<file path="src/verilog/apc_pkg.sv">
// Purpose: Shared constants, types and decoders for the audio port clock and status block.
// Assumes: Registers are 32 bits wide and addressed by an 8-bit subaddress.
// Notes: Field positions are bit indices inside the clock and port configuration word.
package apc_pkg;

  // ==========================================================================
  // Register map
  // ==========================================================================
  localparam logic [7:0] SUB_CLOCK_CFG = 8'h00;
  localparam logic [7:0] SUB_STATUS = 8'h02;
  localparam logic [31:0] CLOCK_CFG_RESET = 32'h01001B22;
  // Bits 31 to 29 are unused and always read as zero.
  localparam logic [31:0] CLOCK_CFG_WMASK = 32'h1FFFFFFF;
  localparam logic [31:0] READ_ZERO = 32'h00000000;

  // ==========================================================================
  // Field positions in the configuration word
  // ==========================================================================
  localparam int FRAME_DIV_LSB = 24;
  localparam int MS_SEL_BIT = 22;
  localparam int PORT_RATIO_LSB = 19;
  localparam int MCLK_BCLK_LSB = 16;
  localparam int IN_WORD_LSB = 11;
  localparam int OUT_WORD_LSB = 8;
  localparam int IN_FMT_LSB = 4;
  localparam int OUT_FMT_LSB = 0;

  // ==========================================================================
  // Status byte
  // ==========================================================================
  localparam int NUM_MEM_TYPES = 5;
  localparam int ERR_INVALID_BIT = 5;
  localparam logic [7:0] STATUS_EOL_HDR = 8'hF0;
  localparam logic [7:0] STATUS_NO_BOOT = 8'hFF;
  localparam logic [1:0] STATUS_PAD = 2'h0;

  // ==========================================================================
  // Divider sizing
  // ==========================================================================
  localparam int DIV_W = 10;

  typedef enum logic [1:0] {
    APC_WORD_32 = 2'b00,
    APC_WORD_16 = 2'b01,
    APC_WORD_20 = 2'b10,
    APC_WORD_24 = 2'b11
  } apc_word_t;

  typedef struct packed {
    logic [3:0] channels;
    logic i2s_style;
    logic right_justified;
  } apc_fmt_t;

  // Shared by the master-clock and port-ratio dividers.
  function automatic logic [DIV_W-1:0] ratio_divisor(input logic [2:0] code);
    unique case (code)
      3'h0: ratio_divisor = 10'h001;
      3'h1: ratio_divisor = 10'h002;
      3'h2: ratio_divisor = 10'h003;
      3'h3: ratio_divisor = 10'h004;
      3'h4: ratio_divisor = 10'h006;
      3'h5: ratio_divisor = 10'h008;
      3'h6: ratio_divisor = 10'h010;
      3'h7: ratio_divisor = 10'h020;
    endcase
  endfunction

  function automatic logic [DIV_W-1:0] frame_divisor(input logic [2:0] code);
    unique case (code)
      3'h0: frame_divisor = 10'h020;
      3'h1: frame_divisor = 10'h040;
      3'h2: frame_divisor = 10'h080;
      3'h3: frame_divisor = 10'h0C0;
      3'h4: frame_divisor = 10'h100;
      3'h5: frame_divisor = 10'h180;
      3'h6: frame_divisor = 10'h200;
      3'h7: frame_divisor = 10'h020;
    endcase
  endfunction

  function automatic logic [5:0] word_bits(input apc_word_t code);
    unique case (code)
      APC_WORD_32: word_bits = 6'h20;
      APC_WORD_16: word_bits = 6'h10;
      APC_WORD_20: word_bits = 6'h14;
      APC_WORD_24: word_bits = 6'h18;
    endcase
  endfunction

  function automatic apc_fmt_t decode_format(input logic [3:0] code);
    apc_fmt_t f;
    f = '{channels: 4'h2, i2s_style: 1'b1, right_justified: 1'b0};
    unique case (code)
      4'h0: f = '{channels: 4'h2, i2s_style: 1'b0, right_justified: 1'b0};
      4'h1: f = '{channels: 4'h2, i2s_style: 1'b0, right_justified: 1'b1};
      4'h2: f = '{channels: 4'h2, i2s_style: 1'b1, right_justified: 1'b0};
      4'h3: f = '{channels: 4'h8, i2s_style: 1'b0, right_justified: 1'b0};
      4'h4: f = '{channels: 4'h6, i2s_style: 1'b0, right_justified: 1'b0};
      4'h5: f = '{channels: 4'h4, i2s_style: 1'b0, right_justified: 1'b0};
      4'h6: f = '{channels: 4'h8, i2s_style: 1'b1, right_justified: 1'b0};
      4'h7: f = '{channels: 4'h6, i2s_style: 1'b1, right_justified: 1'b0};
      4'h8: f = '{channels: 4'h4, i2s_style: 1'b1, right_justified: 1'b0};
      default: f = '{channels: 4'h2, i2s_style: 1'b1, right_justified: 1'b0};
    endcase
    return f;
  endfunction

endpackage

</file>
<file path="src/verilog/apc_div_if.sv">
// Purpose: Carrier between the top module and one tick divider.
// Assumes: All signals live in the single system clock domain.
// Notes: tick_in and tick_out are one-cycle pulses marking rising edges.
interface apc_div_if;
  import apc_pkg::*;
  logic tick_in;
  logic level_in;
  logic [DIV_W-1:0] divisor;
  logic tick_out;
  logic level_out;

  modport source (output tick_in, output level_in, output divisor,
                  input tick_out, input level_out);
  modport divider (input tick_in, input level_in, input divisor,
                   output tick_out, output level_out);
endinterface

</file>
<file path="src/verilog/apc_divider.sv">
// Purpose: Divides a stream of edge ticks by a run-time divisor and shapes a clock level.
// Assumes: Divisor is at least one; it may change at any time.
// Notes: The divided level is high for the first half of each period, rounded down.
module apc_divider (
  input wire logic clock,
  input wire logic rst_n,
  apc_div_if.divider port
);
  import apc_pkg::*;

  logic [DIV_W-1:0] count;
  logic [DIV_W-1:0] next_count;
  logic wrap;

  // ==========================================================================
  // Tick counter
  // ==========================================================================
  // Using >= lets a shrinking divisor take effect at once instead of
  // running the counter all the way round.
  always_comb begin
    wrap = (count >= port.divisor - 10'h001);
    next_count = count;
    if (port.tick_in) begin
      next_count = wrap ? '0 : count + 10'h001;
    end
  end

  always_ff @(posedge clock or negedge rst_n) begin
    if (!rst_n) begin
      count <= '0;
    end else begin
      count <= next_count;
    end
  end

  // A divisor of one passes the source through unchanged.
  assign port.tick_out = port.tick_in & wrap;
  assign port.level_out = (port.divisor == 10'h001) ? port.level_in
                                                    : (count < (port.divisor >> 1));
endmodule

</file>
<file path="src/verilog/apc_clock_port_ctrl.sv">
// Purpose: Serial audio port clock generation, port format configuration and load status.
// Assumes: All inputs are synchronous to clock; audio clocks are far slower than clock.
// Notes: Audio clocks are rebuilt from sampled edges, so they carry one-cycle jitter.

// Function
// - Master mode frame clock divides bit clock
// - Slave mode frame pin is input
// - Port ratio divides selected bit clock
// - Slave bit clock input drives input bit clock
// - Master divides master clock into bit clock
// - Slave mode ignores master clock divider
// - Bits 12:11 set input word size
// - Bits 9:8 set output word size
// - Format nibbles; codes 0,1 left/right justified
// - Code 2 I2S; 3-5 left TDM
// - Memory select sets error; success clears it
// - Status low byte flags errors per bit
// - Special status codes F0, FF, 00
// - Select bit: one master, zero slave
module apc_clock_port_ctrl (
  input wire logic clock,
  input wire logic reset_n,
  input wire logic [7:0] reg_sub_addr,
  input wire logic reg_wr,
  input wire logic [31:0] reg_wdata,
  input wire logic reg_rd,
  output logic [31:0] reg_rdata,
  output logic reg_rvalid,
  input wire logic master_clock_input,
  input wire logic slave_bit_clock_in,
  input wire logic frame_clock_in,
  output logic frame_clock_out,
  output logic frame_clock_oe,
  output logic input_port_bit_clock,
  output logic output_port_bit_clock,
  output logic master_mode,
  output logic [5:0] in_word_bits,
  output logic [5:0] out_word_bits,
  output apc_pkg::apc_fmt_t in_format,
  output apc_pkg::apc_fmt_t out_format,
  input wire logic load_select_strobe,
  input wire logic [15:0] load_select_code,
  input wire logic load_ok_strobe,
  input wire logic eol_header_error,
  input wire logic no_boot_memory,
  input wire logic [23:0] firmware_status
);
  import apc_pkg::*;

  // ==========================================================================
  // Reset release
  // ==========================================================================
  logic [1:0] rst_pipe;
  logic rst_n;

  always_ff @(posedge clock or negedge reset_n) begin
    if (!reset_n) begin
      rst_pipe <= 2'b00;
    end else begin
      rst_pipe <= {rst_pipe[0], 1'b1};
    end
  end
  assign rst_n = rst_pipe[1];

  // ==========================================================================
  // Configuration register
  // ==========================================================================
  logic [31:0] clock_and_port_config;
  logic [31:0] next_clock_and_port_config;
  logic [2:0] frame_div_code;
  logic [2:0] port_ratio_code;
  logic [2:0] mclk_to_bclk_code;
  logic master_slave_select;

  always_comb begin
    next_clock_and_port_config = clock_and_port_config;
    if (reg_wr && reg_sub_addr == SUB_CLOCK_CFG) begin
      next_clock_and_port_config = reg_wdata & CLOCK_CFG_WMASK;
    end
  end

  always_ff @(posedge clock or negedge rst_n) begin
    if (!rst_n) begin
      clock_and_port_config <= CLOCK_CFG_RESET;
    end else begin
      clock_and_port_config <= next_clock_and_port_config;
    end
  end

  assign frame_div_code = clock_and_port_config[FRAME_DIV_LSB +: 3];
  assign port_ratio_code = clock_and_port_config[PORT_RATIO_LSB +: 3];
  assign mclk_to_bclk_code = clock_and_port_config[MCLK_BCLK_LSB +: 3];
  assign master_slave_select = clock_and_port_config[MS_SEL_BIT];

  // ==========================================================================
  // Edge detection of the incoming audio clocks
  // ==========================================================================
  logic mclk_prev;
  logic sbclk_prev;
  logic next_mclk_prev;
  logic next_sbclk_prev;
  logic mclk_rise;
  logic sbclk_rise;

  always_comb begin
    next_mclk_prev = master_clock_input;
    next_sbclk_prev = slave_bit_clock_in;
  end

  always_ff @(posedge clock or negedge rst_n) begin
    if (!rst_n) begin
      mclk_prev <= 1'b0;
      sbclk_prev <= 1'b0;
    end else begin
      mclk_prev <= next_mclk_prev;
      sbclk_prev <= next_sbclk_prev;
    end
  end

  assign mclk_rise = master_clock_input & ~mclk_prev;
  assign sbclk_rise = slave_bit_clock_in & ~sbclk_prev;

  // ==========================================================================
  // Divider chain
  // ==========================================================================
  apc_div_if bclk_div ();
  apc_div_if ratio_div ();
  apc_div_if frame_div ();

  logic selected_tick;
  logic selected_bit_clock;

  // The master-clock divider only sees ticks in master mode, so its code
  // cannot disturb anything while the bit clock comes from outside.
  assign bclk_div.tick_in = mclk_rise & master_slave_select;
  assign bclk_div.level_in = master_clock_input;
  assign bclk_div.divisor = ratio_divisor(mclk_to_bclk_code);

  apc_divider u_bclk_div (
    .clock(clock),
    .rst_n(rst_n),
    .port(bclk_div)
  );

  always_comb begin
    if (master_slave_select) begin
      selected_tick = bclk_div.tick_out;
      selected_bit_clock = bclk_div.level_out;
    end else begin
      selected_tick = sbclk_rise;
      selected_bit_clock = slave_bit_clock_in;
    end
  end

  // A nonzero port ratio is only meaningful when input and output rates
  // differ; the hardware divides whatever the field holds.
  assign ratio_div.tick_in = selected_tick;
  assign ratio_div.level_in = selected_bit_clock;
  assign ratio_div.divisor = ratio_divisor(port_ratio_code);

  apc_divider u_ratio_div (
    .clock(clock),
    .rst_n(rst_n),
    .port(ratio_div)
  );

  assign frame_div.tick_in = selected_tick & master_slave_select;
  assign frame_div.level_in = selected_bit_clock;
  assign frame_div.divisor = frame_divisor(frame_div_code);

  apc_divider u_frame_div (
    .clock(clock),
    .rst_n(rst_n),
    .port(frame_div)
  );

  // ==========================================================================
  // Clock and format outputs
  // ==========================================================================
  logic next_frame_clock_out;
  logic next_frame_clock_oe;
  logic next_input_port_bit_clock;
  logic next_output_port_bit_clock;
  logic [5:0] next_in_word_bits;
  logic [5:0] next_out_word_bits;
  apc_fmt_t next_in_format;
  apc_fmt_t next_out_format;

  always_comb begin
    next_frame_clock_oe = master_slave_select;
    next_frame_clock_out = master_slave_select ? frame_div.level_out : 1'b0;
    next_input_port_bit_clock = selected_bit_clock;
    next_output_port_bit_clock = ratio_div.level_out;
    next_in_word_bits = word_bits(apc_word_t'(clock_and_port_config[IN_WORD_LSB +: 2]));
    next_out_word_bits = word_bits(apc_word_t'(clock_and_port_config[OUT_WORD_LSB +: 2]));
    next_in_format = decode_format(clock_and_port_config[IN_FMT_LSB +: 4]);
    next_out_format = decode_format(clock_and_port_config[OUT_FMT_LSB +: 4]);
  end

  always_ff @(posedge clock or negedge rst_n) begin
    if (!rst_n) begin
      frame_clock_out <= 1'b0;
      frame_clock_oe <= 1'b0;
      input_port_bit_clock <= 1'b0;
      output_port_bit_clock <= 1'b0;
      master_mode <= 1'b0;
      in_word_bits <= 6'h00;
      out_word_bits <= 6'h00;
      in_format <= '0;
      out_format <= '0;
    end else begin
      frame_clock_out <= next_frame_clock_out;
      frame_clock_oe <= next_frame_clock_oe;
      input_port_bit_clock <= next_input_port_bit_clock;
      output_port_bit_clock <= next_output_port_bit_clock;
      master_mode <= master_slave_select;
      in_word_bits <= next_in_word_bits;
      out_word_bits <= next_out_word_bits;
      in_format <= next_in_format;
      out_format <= next_out_format;
    end
  end

  // ==========================================================================
  // Download error status
  // ==========================================================================
  logic [ERR_INVALID_BIT:0] load_err;
  logic [ERR_INVALID_BIT:0] next_load_err;
  logic [2:0] load_mem;
  logic [2:0] next_load_mem;
  logic load_active;
  logic next_load_active;
  logic eol_err;
  logic next_eol_err;
  logic [ERR_INVALID_BIT:0] err_set;
  logic [ERR_INVALID_BIT:0] err_clr;
  logic select_valid;
  logic [7:0] status_low;

  // A selection that lands in the same cycle as a completion wins, so a
  // fresh load is never reported clean by accident.
  always_comb begin
    select_valid = (load_select_code < 16'(NUM_MEM_TYPES));
    err_set = '0;
    err_clr = '0;
    next_load_mem = load_mem;
    next_load_active = load_active;
    next_eol_err = eol_err | eol_header_error;
    if (load_ok_strobe && load_active) begin
      err_clr[load_mem] = 1'b1;
      next_load_active = 1'b0;
    end
    if (load_select_strobe) begin
      next_eol_err = eol_header_error;
      if (select_valid) begin
        err_set[load_select_code[2:0]] = 1'b1;
        err_clr[ERR_INVALID_BIT] = 1'b1;
        next_load_mem = load_select_code[2:0];
        next_load_active = 1'b1;
      end else begin
        err_set[ERR_INVALID_BIT] = 1'b1;
        next_load_active = 1'b0;
      end
    end
    next_load_err = (load_err & ~err_clr) | err_set;
  end

  always_ff @(posedge clock or negedge rst_n) begin
    if (!rst_n) begin
      load_err <= '0;
      load_mem <= 3'h0;
      load_active <= 1'b0;
      eol_err <= 1'b0;
    end else begin
      load_err <= next_load_err;
      load_mem <= next_load_mem;
      load_active <= next_load_active;
      eol_err <= next_eol_err;
    end
  end

  always_comb begin
    if (no_boot_memory) begin
      status_low = STATUS_NO_BOOT;
    end else if (eol_err) begin
      status_low = STATUS_EOL_HDR;
    end else begin
      status_low = {STATUS_PAD, load_err};
    end
  end

  // ==========================================================================
  // Register read port
  // ==========================================================================
  logic [31:0] next_reg_rdata;
  logic next_reg_rvalid;

  // Unmapped subaddresses answer with zero so a stray read never stalls.
  always_comb begin
    next_reg_rvalid = reg_rd;
    next_reg_rdata = reg_rdata;
    if (reg_rd) begin
      unique case (reg_sub_addr)
        SUB_CLOCK_CFG: next_reg_rdata = clock_and_port_config;
        SUB_STATUS: next_reg_rdata = {firmware_status, status_low};
        default: next_reg_rdata = READ_ZERO;
      endcase
    end
  end

  always_ff @(posedge clock or negedge rst_n) begin
    if (!rst_n) begin
      reg_rdata <= READ_ZERO;
      reg_rvalid <= 1'b0;
    end else begin
      reg_rdata <= next_reg_rdata;
      reg_rvalid <= next_reg_rvalid;
    end
  end

endmodule

</file>
<file path="config.mk">
export PLATFORM = sky130hd
export DESIGN_NAME = apc_clock_port_ctrl
export DESIGN_NICKNAME = d
export VERILOG_FILES = /design/src/verilog/apc_pkg.sv /design/src/verilog/apc_div_if.sv /design/src/verilog/apc_divider.sv /design/src/verilog/apc_clock_port_ctrl.sv
export SDC_FILE = /design/constraint.sdc
export NUM_CORES = 1
export LEC_CHECK = 0
export ABC_AREA = 1
export BUFFER_PORTS_ARGS = -buffer_cell sky130_fd_sc_hd__buf_2
export CAP_MARGIN = 10
export CORE_MARGIN = 5
export CORE_UTILIZATION = 50
export CTS_BUF_LIST = sky130_fd_sc_hd__clkbuf_4
export CTS_CLUSTER_DIAMETER = 30
export DETAILED_ROUTE_END_ITERATION = 7
export PLACE_DENSITY = 0.88
export SLEW_MARGIN = 40
export SYNTH_ARGS = -nofsm -noshare
export SYNTH_HDL_FRONTEND = slang
export SYNTH_SLANG_ARGS = --single-unit
</file>
<file path="constraint.sdc">
create_clock -name clock -period 3.7 [get_ports clock]
set_input_delay 0.555 -clock clock [delete_from_list [all_inputs] [get_ports clock]]
set_output_delay 0.555 -clock clock [all_outputs]
set_load 0.01 [all_outputs]
</file>
* After elaboration in Yosys (flattened, before gate mapping) *
Memory sizes are Yosys's and may differ from the RTL's. A register that Yosys moved wholly into a read port is not among the register bits.
Index checks and enable logic that the tools add are counted.

word-level totals
  bits in read-only memories = 296
  output and inout bits = 62
  word-level logic and storage cells = 103
  input port bits = 91
  register bits after elaboration = 131
  memories = 5

memories
  memory           words  bits a word  read ports  clocked after Yosys merged registers in  wr ports  RTL line       RTL
  (no name shown)  16     5            1           1                                        0         apc_pkg.sv:94  unique case (code)
  (no name shown)  16     5            1           1                                        0         apc_pkg.sv:94
  (no name shown)  8      6            1           0                                        0         apc_pkg.sv:57  unique case (code)
  (no name shown)  8      6            1           0                                        0         apc_pkg.sv:57
  (no name shown)  8      5            1           0                                        0         apc_pkg.sv:70  unique case (code)

cells by class
  add/subtract/negate cells = 6
  equality and inequality tests = 10
  bitwise gates (word level) = 11
  muxes and demuxes = 28
  $lt $le $gt $ge = 11
  reductions and logical operators = 11

operator list
  cell                                                               number
  case mux 32 bit (2 select lines)                                   1
  case mux 6 bit (4 select lines)                                    2
  adder 10 x 1 -> 10 bit, second input constant                      3
  equality test 10 x 1 -> 1 bit, second input constant               3
  greater-or-equal comparator 10 bit                                 3
  less-than comparator 10 x 9 -> 1 bit                               3
  two-way mux 10 bit                                                 3
  subtractor 10 x 1 -> 10 bit, second input constant                 3
  less-than comparator 16 x 3 -> 1 bit, second input constant        1
  two-way mux 8 bit                                                  2
  two-way mux 1 bit                                                  15
  two-way mux 6 bit                                                  2
  equality test 2 bit, second input constant                         4
  equality test 8 x 2 -> 1 bit, second input constant                1
  logical NOT 8 bit                                                  1
  less-than comparator 3 x 4 -> 1 bit, second input constant         2
  AND 6 bit                                                          1
  demux 1 bit (select 3 bit)                                         2
  greater-or-equal comparator 3 x 1 -> 1 bit, second input constant  2
  NOT 6 bit                                                          1
  OR 6 bit                                                           1
  AND 1 bit                                                          5
  two-way mux 5 bit                                                  1
  equality test 2 x 1 -> 1 bit, second input constant                2
  other kinds (7)                                                    13

* Longest topological paths before layout *
Gate-level depths: netlist (run 1).

  depth in word-level cells = 10
  mapped depth = 19

* Cells and area by module *
From an unflattened synthesis (run 1), not the netlist that was laid out.

second synthesis, totals
  cells, all modules = 1125
  area, all modules = 8376.8 µm²

modules (own cells, without submodules)
  module                          cells an instance  instances  seq. area each (µm²)  area each (µm²)
  apc_clock_port_ctrl             611                1          2486.1                4792.1
  apc_divider at u_frame_div ...  173                2          250.2                 1204.9
  apc_divider at u_bclk_div       168                1          250.2                 1174.9

* Least setup slack after synthesis (run 1) *
OpenSTA, ideal clock, no wires.

  path type = register to register
  start point = reg clock_and_port_config[16]
  end point = reg u_frame_div.count[7]
  buffers on the path = 1
  data arrival time = 2.384 ns
  cell stages (with the launch flop) = 20
  required time = 3.584 ns
  setup time = 0.116 ns
  path slack = 1.200 ns
  cells stage by stage = dfrtp_1 -> inv_1 -> ha_1 -> nand2_1 -> nand2_1 -> a21oi_1 -> nand4_1 -> xnor2_1 -> ha_1 -> nand2_1 -> inv_1 -> nand2_1 -> nand2_1 -> nor2_1 -> nand3_1 -> nand2_2 -> inv_2 -> buf_6 -> nand2_1 -> nand2_1

on the way
  cells in the longest elaborated chain, start to end = 6

ends and longest elaborated chain
  item                                RTL line                    RTL
  start: declaration                  apc_clock_port_ctrl.sv:68   logic [31:0] clock_and_port_config;
  start signal: assignment            apc_clock_port_ctrl.sv:86   clock_and_port_config <= next_clock_and_port_config;
  memory read (8 x 6 bit)             n/a
  subtractor 10 x 1 -> 10 bit         apc_divider.sv:21           wrap = (count >= port.divisor - 10'h001);
  greater-or-equal comparator 10 bit  apc_divider.sv:21
  AND 1 bit                           apc_divider.sv:37           assign port.tick_out = port.tick_in & wrap;
  two-way mux 1 bit                   apc_clock_port_ctrl.sv:146  if (master_slave_select) begin
  AND 1 bit                           apc_clock_port_ctrl.sv:167  assign frame_div.tick_in = selected_tick & master_slave_select;
  end signal: assignment              apc_divider.sv:32           count <= next_count;
  end: declaration                    apc_divider.sv:11           logic [DIV_W-1:0] count;

Every way passes these cells.
A chain may end at the register's enable or synchronous reset.

* Worst setup path in the final report (run 1) *
  start point = reg clock_and_port_config[17]
  end point = reg u_frame_div.count[9]

Same word-level chain as after synthesis.

==> Flow_metrics.wiki, run 1 <==
{| class="wikitable"
! Metric !! Value
|-
| Die Wd || 129 um
|-
| Number of global-route vias before repair || 6184
|-
| Routing usage on met1 || 27.3%
|-
| Arrival time of the worst setup path || 3510 ps
|-
| Peak supply drop || 0.179 mV
|-
| Result of the run || complete, no violations
|-
| Area after detailed placement || 0.00796 mm^2
|-
| Post-synthesis area per instance || 8.04 um^2
|-
| #FFs+latches synth || 129
|-
| Detailed-router iteration count before antenna repair || 5
|-
| Total Nets Final || 1167
|-
| Most used cell, CP || sky130_fd_sc_hd__nand2_1
|-
| GRT Resource Usage Total || 22.3%
|-
| Vertical die dimension || 129 um
|-
| Max Transition Viols Final || 0
|-
| Unrepaired setup endpoints after global routing || no
|-
| Met3 Use GR || 6.31%
|-
| Finished Core Util || 58.9%
|-
| Endpoints failing hold || 0
|-
| Detail-routed via count per cell || 5.14
|-
| Met2 global-route usage || 37.5%
|-
| Tightest Hold Check Type || in2reg
|-
| Mapped Area || 0.00706 mm^2
|-
| Global route total overflow || 0
|-
| Number of instances in the synthesized netlist || 879
|-
| Area added between synthesis and finish || 15.8%
|-
| Initial Util || 50.9%
|-
| CTS root buf || sky130_fd_sc_hd__clkbuf_4
|-
| Buffers from clock root to sink, at most || 2
|-
| Final setup violation count || 0
|-
| Leakage dissipation || 4.43 nW
|-
| Finished Cell Area || 0.00818 mm^2
|-
| Crit Path Max Fanout || 18
|-
| Least-Margin Pin Slew || 755 ps
|-
| H-tree depth reported by CTS || 4
|-
| Count of input and output buffers || 142
|-
| Remaining antenna violation count || 0
|-
| Required time worst endpoint || 4120 ps
|-
| Standard cell core area || 0.0139 mm^2
|-
| Clk_lat worst skew || 540 ps
|-
| Maximum clock skew at final layout || 13.6 ps
|-
| Buffer count from post-CTS setup fixing || 0
|-
| Shortest clock period the worst path allows after layout || 3090 ps
|-
| Inserted Clock Buffers || 17
|-
| Detailed-route DRC error count || 0
|-
| Total half-perimeter wirelength after legalization and detailed placement || 13200 um
|-
| Critical path class || reg2reg
|-
| Proportion of synthesized chip area in sequential cells || 45.8%
|-
| Max-slew headroom at the worst pin || 49.6%
|-
| Highest-utilization routing layer at the global route stage || met2
|-
| Total of max-cap violations || 0
|-
| Highest Clock Rate || 324 MHz
|-
| Average routed wire per standard cell || 14.4 um
|-
| Largest net degree at the start of global routing || 50
|-
| DRC marker count from the first detailed-route iteration || 354
|-
| TritonCTS Sinks || 129
|-
| Number of different library cells in the post-synthesis netlist || 39
|-
| Fill cell total of the finished layout || 1278
|-
| Share of cells above drive strength 1 || 19.6%
|-
| Boundary Pins || 153
|-
| Total Die Area || 0.0166 mm^2
|-
| Multi-input gate area in the final layout || 0.00334 mm^2
|-
| DRT Wirelength || 17600 um
|-
| Period utilization || 83.4%
|-
| Endpoint type of the worst setup path || flop
|-
| Crit path largest cell delay || 470 ps
|-
| Floorplan row count || 43
|-
| Area taken by flip-flops and latches || 0.00324 mm^2
|-
| Routed vias || 6253
|-
| Startpoint Class || flop
|-
| Synth warnings || 0
|-
| Slowest CP cell || sky130_fd_sc_hd__dfrtp_1
|-
| Series of cell instances along the critical path || inv_1 > ha_1 > nand2_1 > nand2_1 > a21oi_1 > nand4_1 > xnor2_1 > ha_1 > nand2_1 > inv_1 > nand2_1 > nand2_1 > nor2_1 > nand3_1 > nand2_2 > inv_2 > nand2_1 > o21ai_0
|-
| Number of antenna violations at the first check in global routing || 2
|-
| Clock tree from TritonCTS || yes
|-
| Setup TNS || 0 ps
|-
| Global placer's final weighted congestion || 0.869
|-
| First-pass GRT wire length || 29300 um
|-
| Clock-pin slew reported for the worst setup and hold paths after clock tree synthesis || 110 ps
|-
| PwrDens || 395 mW/mm^2
|}
logic make-up after synthesis:
group | share of synthesized area, %
AOI/OAI and AO/OA | 9.60
and+or+nand+nor | 25.6
other | 0.106
DFF | 45.8
xor gates and xnor gates | 2.11
adders and majority gates | 9.39
buffers and inverters | 7.37
metrics by stage:
stage / hold WS, ps / setup slack (ps) / cells / total power, mW
finish: 136 / 613 / 1216 / 3.23
global route: 91.3 / 234 / 1216 / 3.47
CTS: 96.0 / 601 / 1215 / 3.26
detailed placement: 221 / 670 / 1183 / 2.48
global placement: 337 / 751 / 1181 / 2.43
floorplan: 259 / 1200 / 885 / 2.22
layout by cell type (no fill, tap or decap), drive strengths merged:
master       count
a21oi           86
and2             1
and3             1
buf            150
clkbuf          22
clkinv           8
clkinvlp         2
conb             8
dfrtp          122
dfstp            7
diode            1
dlygate4sd3      1
ha              53
inv             90
nand2          199
nand3           70
nand3b           4
nand4            9
nor2           130
nor3             7
nor3b            1
nor4             1
o211ai           3
o21a             2
o21ai           28
o21bai           6
o22ai            1
o31ai            2
or2              4
xnor2            6
xor2            11
layer usage:
metal	wire length (um)	vias up
li1	-	3104
met1	7220	2950
met2	8780	163
met3	1100	34
met4	449	2
met5	8	-
state kept, by name, indices dropped and copies added (netlist names), 2 cells and up:
| register | cells |
|---|---|
| reg_rdata | 32 |
| clock_and_port_config | 29 |
| u_bclk_div.count | 10 |
| u_frame_div.count | 10 |
| u_ratio_div.count | 10 |
| load_err | 6 |
| in_format | 5 |
| out_format | 5 |
| in_word_bits | 4 |
| out_word_bits | 4 |
| load_mem | 3 |
| rst_pipe | 2 |
worst max-delay path, delay by kind of cell (launching register included):
kind / cells / cell delay [ps]
AOI/OAI and AO/OA: 2 / 220
xor gates and xnor gates: 1 / 150
adders and majority gates: 2 / 580
buffers and inverters: 3 / 390
DFF: 1 / 470
and+or+nand+nor: 10 / 1140
Yosys cell counts:
master,number,area [um^2]
sky130_fd_sc_hd__xnor2_1,6,52.6
sky130_fd_sc_hd__dfstp_2,7,184
sky130_fd_sc_hd__buf_4,12,90.1
sky130_fd_sc_hd__o211ai_1,3,22.5
sky130_fd_sc_hd__inv_1,87,327
sky130_fd_sc_hd__or2_2,3,18.8
sky130_fd_sc_hd__nand3b_1,4,30.0
sky130_fd_sc_hd__and2_1,1,6.26
sky130_fd_sc_hd__conb_1,2,7.51
sky130_fd_sc_hd__dfrtp_1,122,3050
sky130_fd_sc_hd__nor3_2,3,30.0
sky130_fd_sc_hd__a21oi_1,85,425
sky130_fd_sc_hd__buf_6,1,11.3
sky130_fd_sc_hd__nand3_1,70,350
sky130_fd_sc_hd__o31ai_1,2,15.0
sky130_fd_sc_hd__nor2_2,1,6.26
sky130_fd_sc_hd__nor3b_2,1,12.5
sky130_fd_sc_hd__ha_1,53,663
sky130_fd_sc_hd__o22ai_1,1,6.26
sky130_fd_sc_hd__o21ai_0,26,130
sky130_fd_sc_hd__nand4_1,9,56.3
sky130_fd_sc_hd__o21a_1,2,15.0
sky130_fd_sc_hd__o21ai_1,2,10.0
sky130_fd_sc_hd__buf_1,3,11.3
sky130_fd_sc_hd__nor3_1,4,20.0
sky130_fd_sc_hd__clkbuf_1,11,41.3
sky130_fd_sc_hd__xor2_1,11,96.3
sky130_fd_sc_hd__or2_0,1,6.26
sky130_fd_sc_hd__buf_2,5,25.0
sky130_fd_sc_hd__inv_2,3,11.3
sky130_fd_sc_hd__nor2_1,128,480
sky130_fd_sc_hd__nand2_2,2,12.5
sky130_fd_sc_hd__a21oi_2,1,8.76
sky130_fd_sc_hd__and3_1,1,6.26
sky130_fd_sc_hd__clkinv_1,1,3.75
sky130_fd_sc_hd__o21bai_1,6,45.0
sky130_fd_sc_hd__nor4_4,1,21.3
sky130_fd_sc_hd__nand2_1,197,739
sky130_fd_sc_hd__nor2_4,1,11.3
cell type report:
type | instances | area share, %
Clock buffer | 22 | 2.02
Clock inverter | 9 | 0.566
Inverter | 91 | 4.17
Antenna cell | 1 | 0.0306
Timing Repair Buffer | 151 | 10.0
Tap cell | 180 | 2.75
Multi-Input combinational cell | 633 | 40.8
Sequential cell | 129 | 39.6
what timing repair did:
| action | CTS | global route |
|---|---|---|
| hold buffers | 1 | 0 |
| resized for setup | 0 | 0 |
| endpoints found under the hold margin | 2 | 0 |
| endpoints found under the setup margin | 0 | 0 |
report_power, final:
group / switching, mW / internal (mW)
Combinational: 0.466 / 0.316
Sequential: 0.134 / 1.54
Clock: 0.485 / 0.287
Total: 1.09 / 2.14
worst paths after layout:
path / startpoint / to / slack, ps / depth (start not counted)
setup / recovery: clock_and_port_config[17] / u_frame_div.count[9] / 610 / 18
hold / removal: master_clock_input / mclk_prev / 140 / 1
setup reg to reg: clock_and_port_config[17] / u_frame_div.count[9] / 610 / 18
hold reg to reg: rst_pipe[1] / in_format[4] / 220 / 0
max in group asynchronous: rst_pipe[1] / clock_and_port_config[12] / 2640 / 2
min in group asynchronous: rst_pipe[1] / in_format[4] / 220 / 0
(Power assumes the default switching activity.)
==> run 2, diff against run 1 <==
PLACE_DENSITY = 0.85   (was 0.88)
clock period = 3.1 ns   (was 3.7 ns; I/O delays follow)
==> run 2 against run 1 <==
- register-to-register slack worse by 290 ps
- combinational power is 18% higher
- critical path type unchanged
- largest cell class unchanged
- core utilization increased by 0.78 points
- first-iteration DRC count up 16%
- final area up 1.3%
- sequential share of layout area is 0.49 points lower
- total power is 31% higher
- critical endpoint unchanged
- count of clock-buffer cells in the layout grew 2
==> Flow_metrics.wiki, run 2 (synthesis gave the netlist of run 1 again) <==
{| class="wikitable"
! Metric !! Value
|-
| Share of cells above drive strength 1 || 20.3%
|-
| Worst path setup slack after routing || 327 ps
|-
| Highest Clock Rate || 361 MHz
|-
| Finished Cell Area || 0.00829 mm^2
|-
| Total half-perimeter wirelength after legalization and detailed placement || 12600 um
|-
| Leakage dissipation || 4.50 nW
|-
| Critical path class || reg2reg
|-
| TritonCTS Sinks || 129
|-
| Detail-routed via count per cell || 5.16
|-
| Final setup violation count || 0
|-
| Setup slack at placement || 245 ps
|-
| Most used cells in the layout excluding fill and tap cells || sky130_fd_sc_hd__nand2_1, sky130_fd_sc_hd__buf_2, sky130_fd_sc_hd__nor2_1, sky130_fd_sc_hd__dfrtp_1, sky130_fd_sc_hd__inv_1
|-
| CTS root buf || sky130_fd_sc_hd__clkbuf_4
|-
| Buffers from clock root to sink, at most || 2
|-
| Average routed wire per standard cell || 13.9 um
|-
| GRT Resource Usage Total || 20.9%
|-
| Endpoints failing hold || 0
|-
| Cell count of the worst reg-to-reg path || 18
|-
| Standard cell core area || 0.0139 mm^2
|-
| Reg2Reg Setup Slack || 330 ps
|-
| Remaining antenna violation count || 0
|-
| Least-Margin Pin Slew || 739 ps
|-
| Floorplan row count || 43
|-
| Most frequent standard cell in the layout excluding fill and tap cells || sky130_fd_sc_hd__nand2_1
|-
| Largest net degree at the start of global routing || 52
|-
| Most used cell, CP || sky130_fd_sc_hd__nand2_1
|-
| Worst hold slack || 70.6 ps
|-
| Multi-input gate area in the final layout || 0.00336 mm^2
|-
| Clk_lat worst skew || 520 ps
|-
| Launch point of the worst path || clock_and_port_config[16]
|-
| Peak supply drop || 0.350 mV
|-
| Register bank with the most flops || reg_rdata
|-
| Startpoint of the lowest-slack register-to-register path || clock_and_port_config[16]
|-
| Vertical die dimension || 129 um
|-
| PwrDens || 509 mW/mm^2
|-
| Total Die Area || 0.0166 mm^2
|-
| Area added between synthesis and finish || 17.4%
|-
| Crit Path Max Fanout || 16
|-
| Slowest CP cell || sky130_fd_sc_hd__dfrtp_2
|-
| Shortest clock period the worst path allows after layout || 2770 ps
|-
| Initial Util || 50.9%
|-
| Result of the run || complete, no violations
|-
| Detailed-route DRC error count || 0
|-
| First-pass GRT wire length || 27900 um
|-
| Biggest registers after layout || reg_rdata: 32 flops, clock_and_port_config: 29 flops
|-
| Worst Hold Launch || master_clock_input
|-
| Required time worst endpoint || 3490 ps
|-
| Clock tree from TritonCTS || yes
|-
| Detailed-router iteration count before antenna repair || 6
|-
| Die Wd || 129 um
|-
| Total Nets Final || 1168
|-
| Maximum clock skew at final layout || 21.3 ps
|-
| Boundary Pins || 153
|-
| Cell Count Post-Placement || 1184
|-
| Non-filler instance count after layout || 1218
|-
| Number of flip-flops under the largest register name || 32
|-
| Total of max-cap violations || 0
|-
| Arrival time of the worst setup path || 3160 ps
|-
| Period utilization || 89.5%
|-
| Endpoint type of the worst setup path || flop
|-
| DRT Wirelength || 16900 um
|-
| Inserted Clock Buffers || 17
|-
| Area taken by flip-flops and latches || 0.00324 mm^2
|-
| Max Transition Viols Final || 0
|-
| Finished Core Util || 59.7%
|-
| Clock-pin slew reported for the worst setup and hold paths after clock tree synthesis || 120 ps
|-
| Crit path largest cell delay || 460 ps
|-
| Area after detailed placement || 0.00794 mm^2
|-
| Startpoint Class || flop
|-
| Number of global-route vias before repair || 5983
|-
| Fill cell total of the finished layout || 1290
|-
| Global route total overflow || 0
|-
| Count of input and output buffers || 142
|-
| Worst hold path depth || 1
|-
| H-tree depth reported by CTS || 4
|-
| Design Power || 4.22 mW
|-
| Routed vias || 6280
|-
| Series of cell instances along the critical path || inv_1 > ha_1 > nand2_1 > nand2_1 > a21oi_1 > nand4_1 > xnor2_1 > ha_1 > nand2_1 > inv_1 > nand2_1 > nand2_1 > nor2_1 > nand3_1 > nand2_4 > inv_2 > nand2_1 > o21ai_0
|-
| Global placer's final weighted congestion || 0.860
|-
| Max-slew headroom at the worst pin || 50.7%
|-
| Number of antenna violations at the first check in global routing || 2
|-
| DRC marker count from the first detailed-route iteration || 409
|-
| Setup TNS || 0 ps
|-
| Unrepaired setup endpoints after global routing || no
|-
| Tightest Hold Check Type || in2reg
|}
[run 2: cell types whose count changed in the layout (fill, tap and decap cells not counted), sizes merged]
cell / previous run / this run
bufinv: 0 / 4
clkinv: 8 / 4
clkbuf: 22 / 24
buf: 150 / 151
clkinvlp: 2 / 1
[run 2: critical path: cells and delay by family, from the launching register on]
kind	cells	cell delay, ps
AO/OA/AOI/OAI	2	200
XOR/XNOR	1	150
adder cells (fa/ha/maj)	2	540
buffers and inverters	3	330
flip-flops	1	460
AND/OR/NAND/NOR	10	960
[run 2: final timing paths]
check / to
hold / removal: mclk_prev
setup reg to reg: u_frame_div.count[9]
min in group asynchronous: rst_pipe[1]
hold reg to reg: in_format[1]
max in group asynchronous: clock_and_port_config[8]
setup / recovery: u_frame_div.count[9]
[run 2: where the power goes]
part / internal, mW / leakage [nW] / switching [mW]
Combinational: 0.374 / 2.76 / 0.549
Sequential: 1.84 / 1.56 / 0.166
Clock: 0.699 / 0.176 / 0.590
[run 2: per-layer routing]
layer,vias up,track usage (%),routed length (um)
met5,-,0,11
met4,2,5.62,206
met3,20,6.10,1010
met2,164,35.5,8490
met1,2993,26.2,7180
li1,3101,-,-
[run 2: what timing repair did]
| action | CTS | global route |
|---|---|---|
| endpoints found under the setup margin | 0 | 11 |
| buffers inserted | 0 | 0 |
| endpoints found under the hold margin | 2 | 0 |
| hold buffers | 1 | 0 |
| resized for setup | 0 | 5 |
[run 2: layout make-up]
cell class	count	share of cell area, %
Multi-Input combinational cell	633	40.5
Sequential cell	129	39.1
Timing Repair Buffer	152	9.66
Inverter	91	4.12
Tap cell	180	2.72
Clock buffer	24	2.17
Clock inverter	8	1.71
Antenna cell	1	0.0302
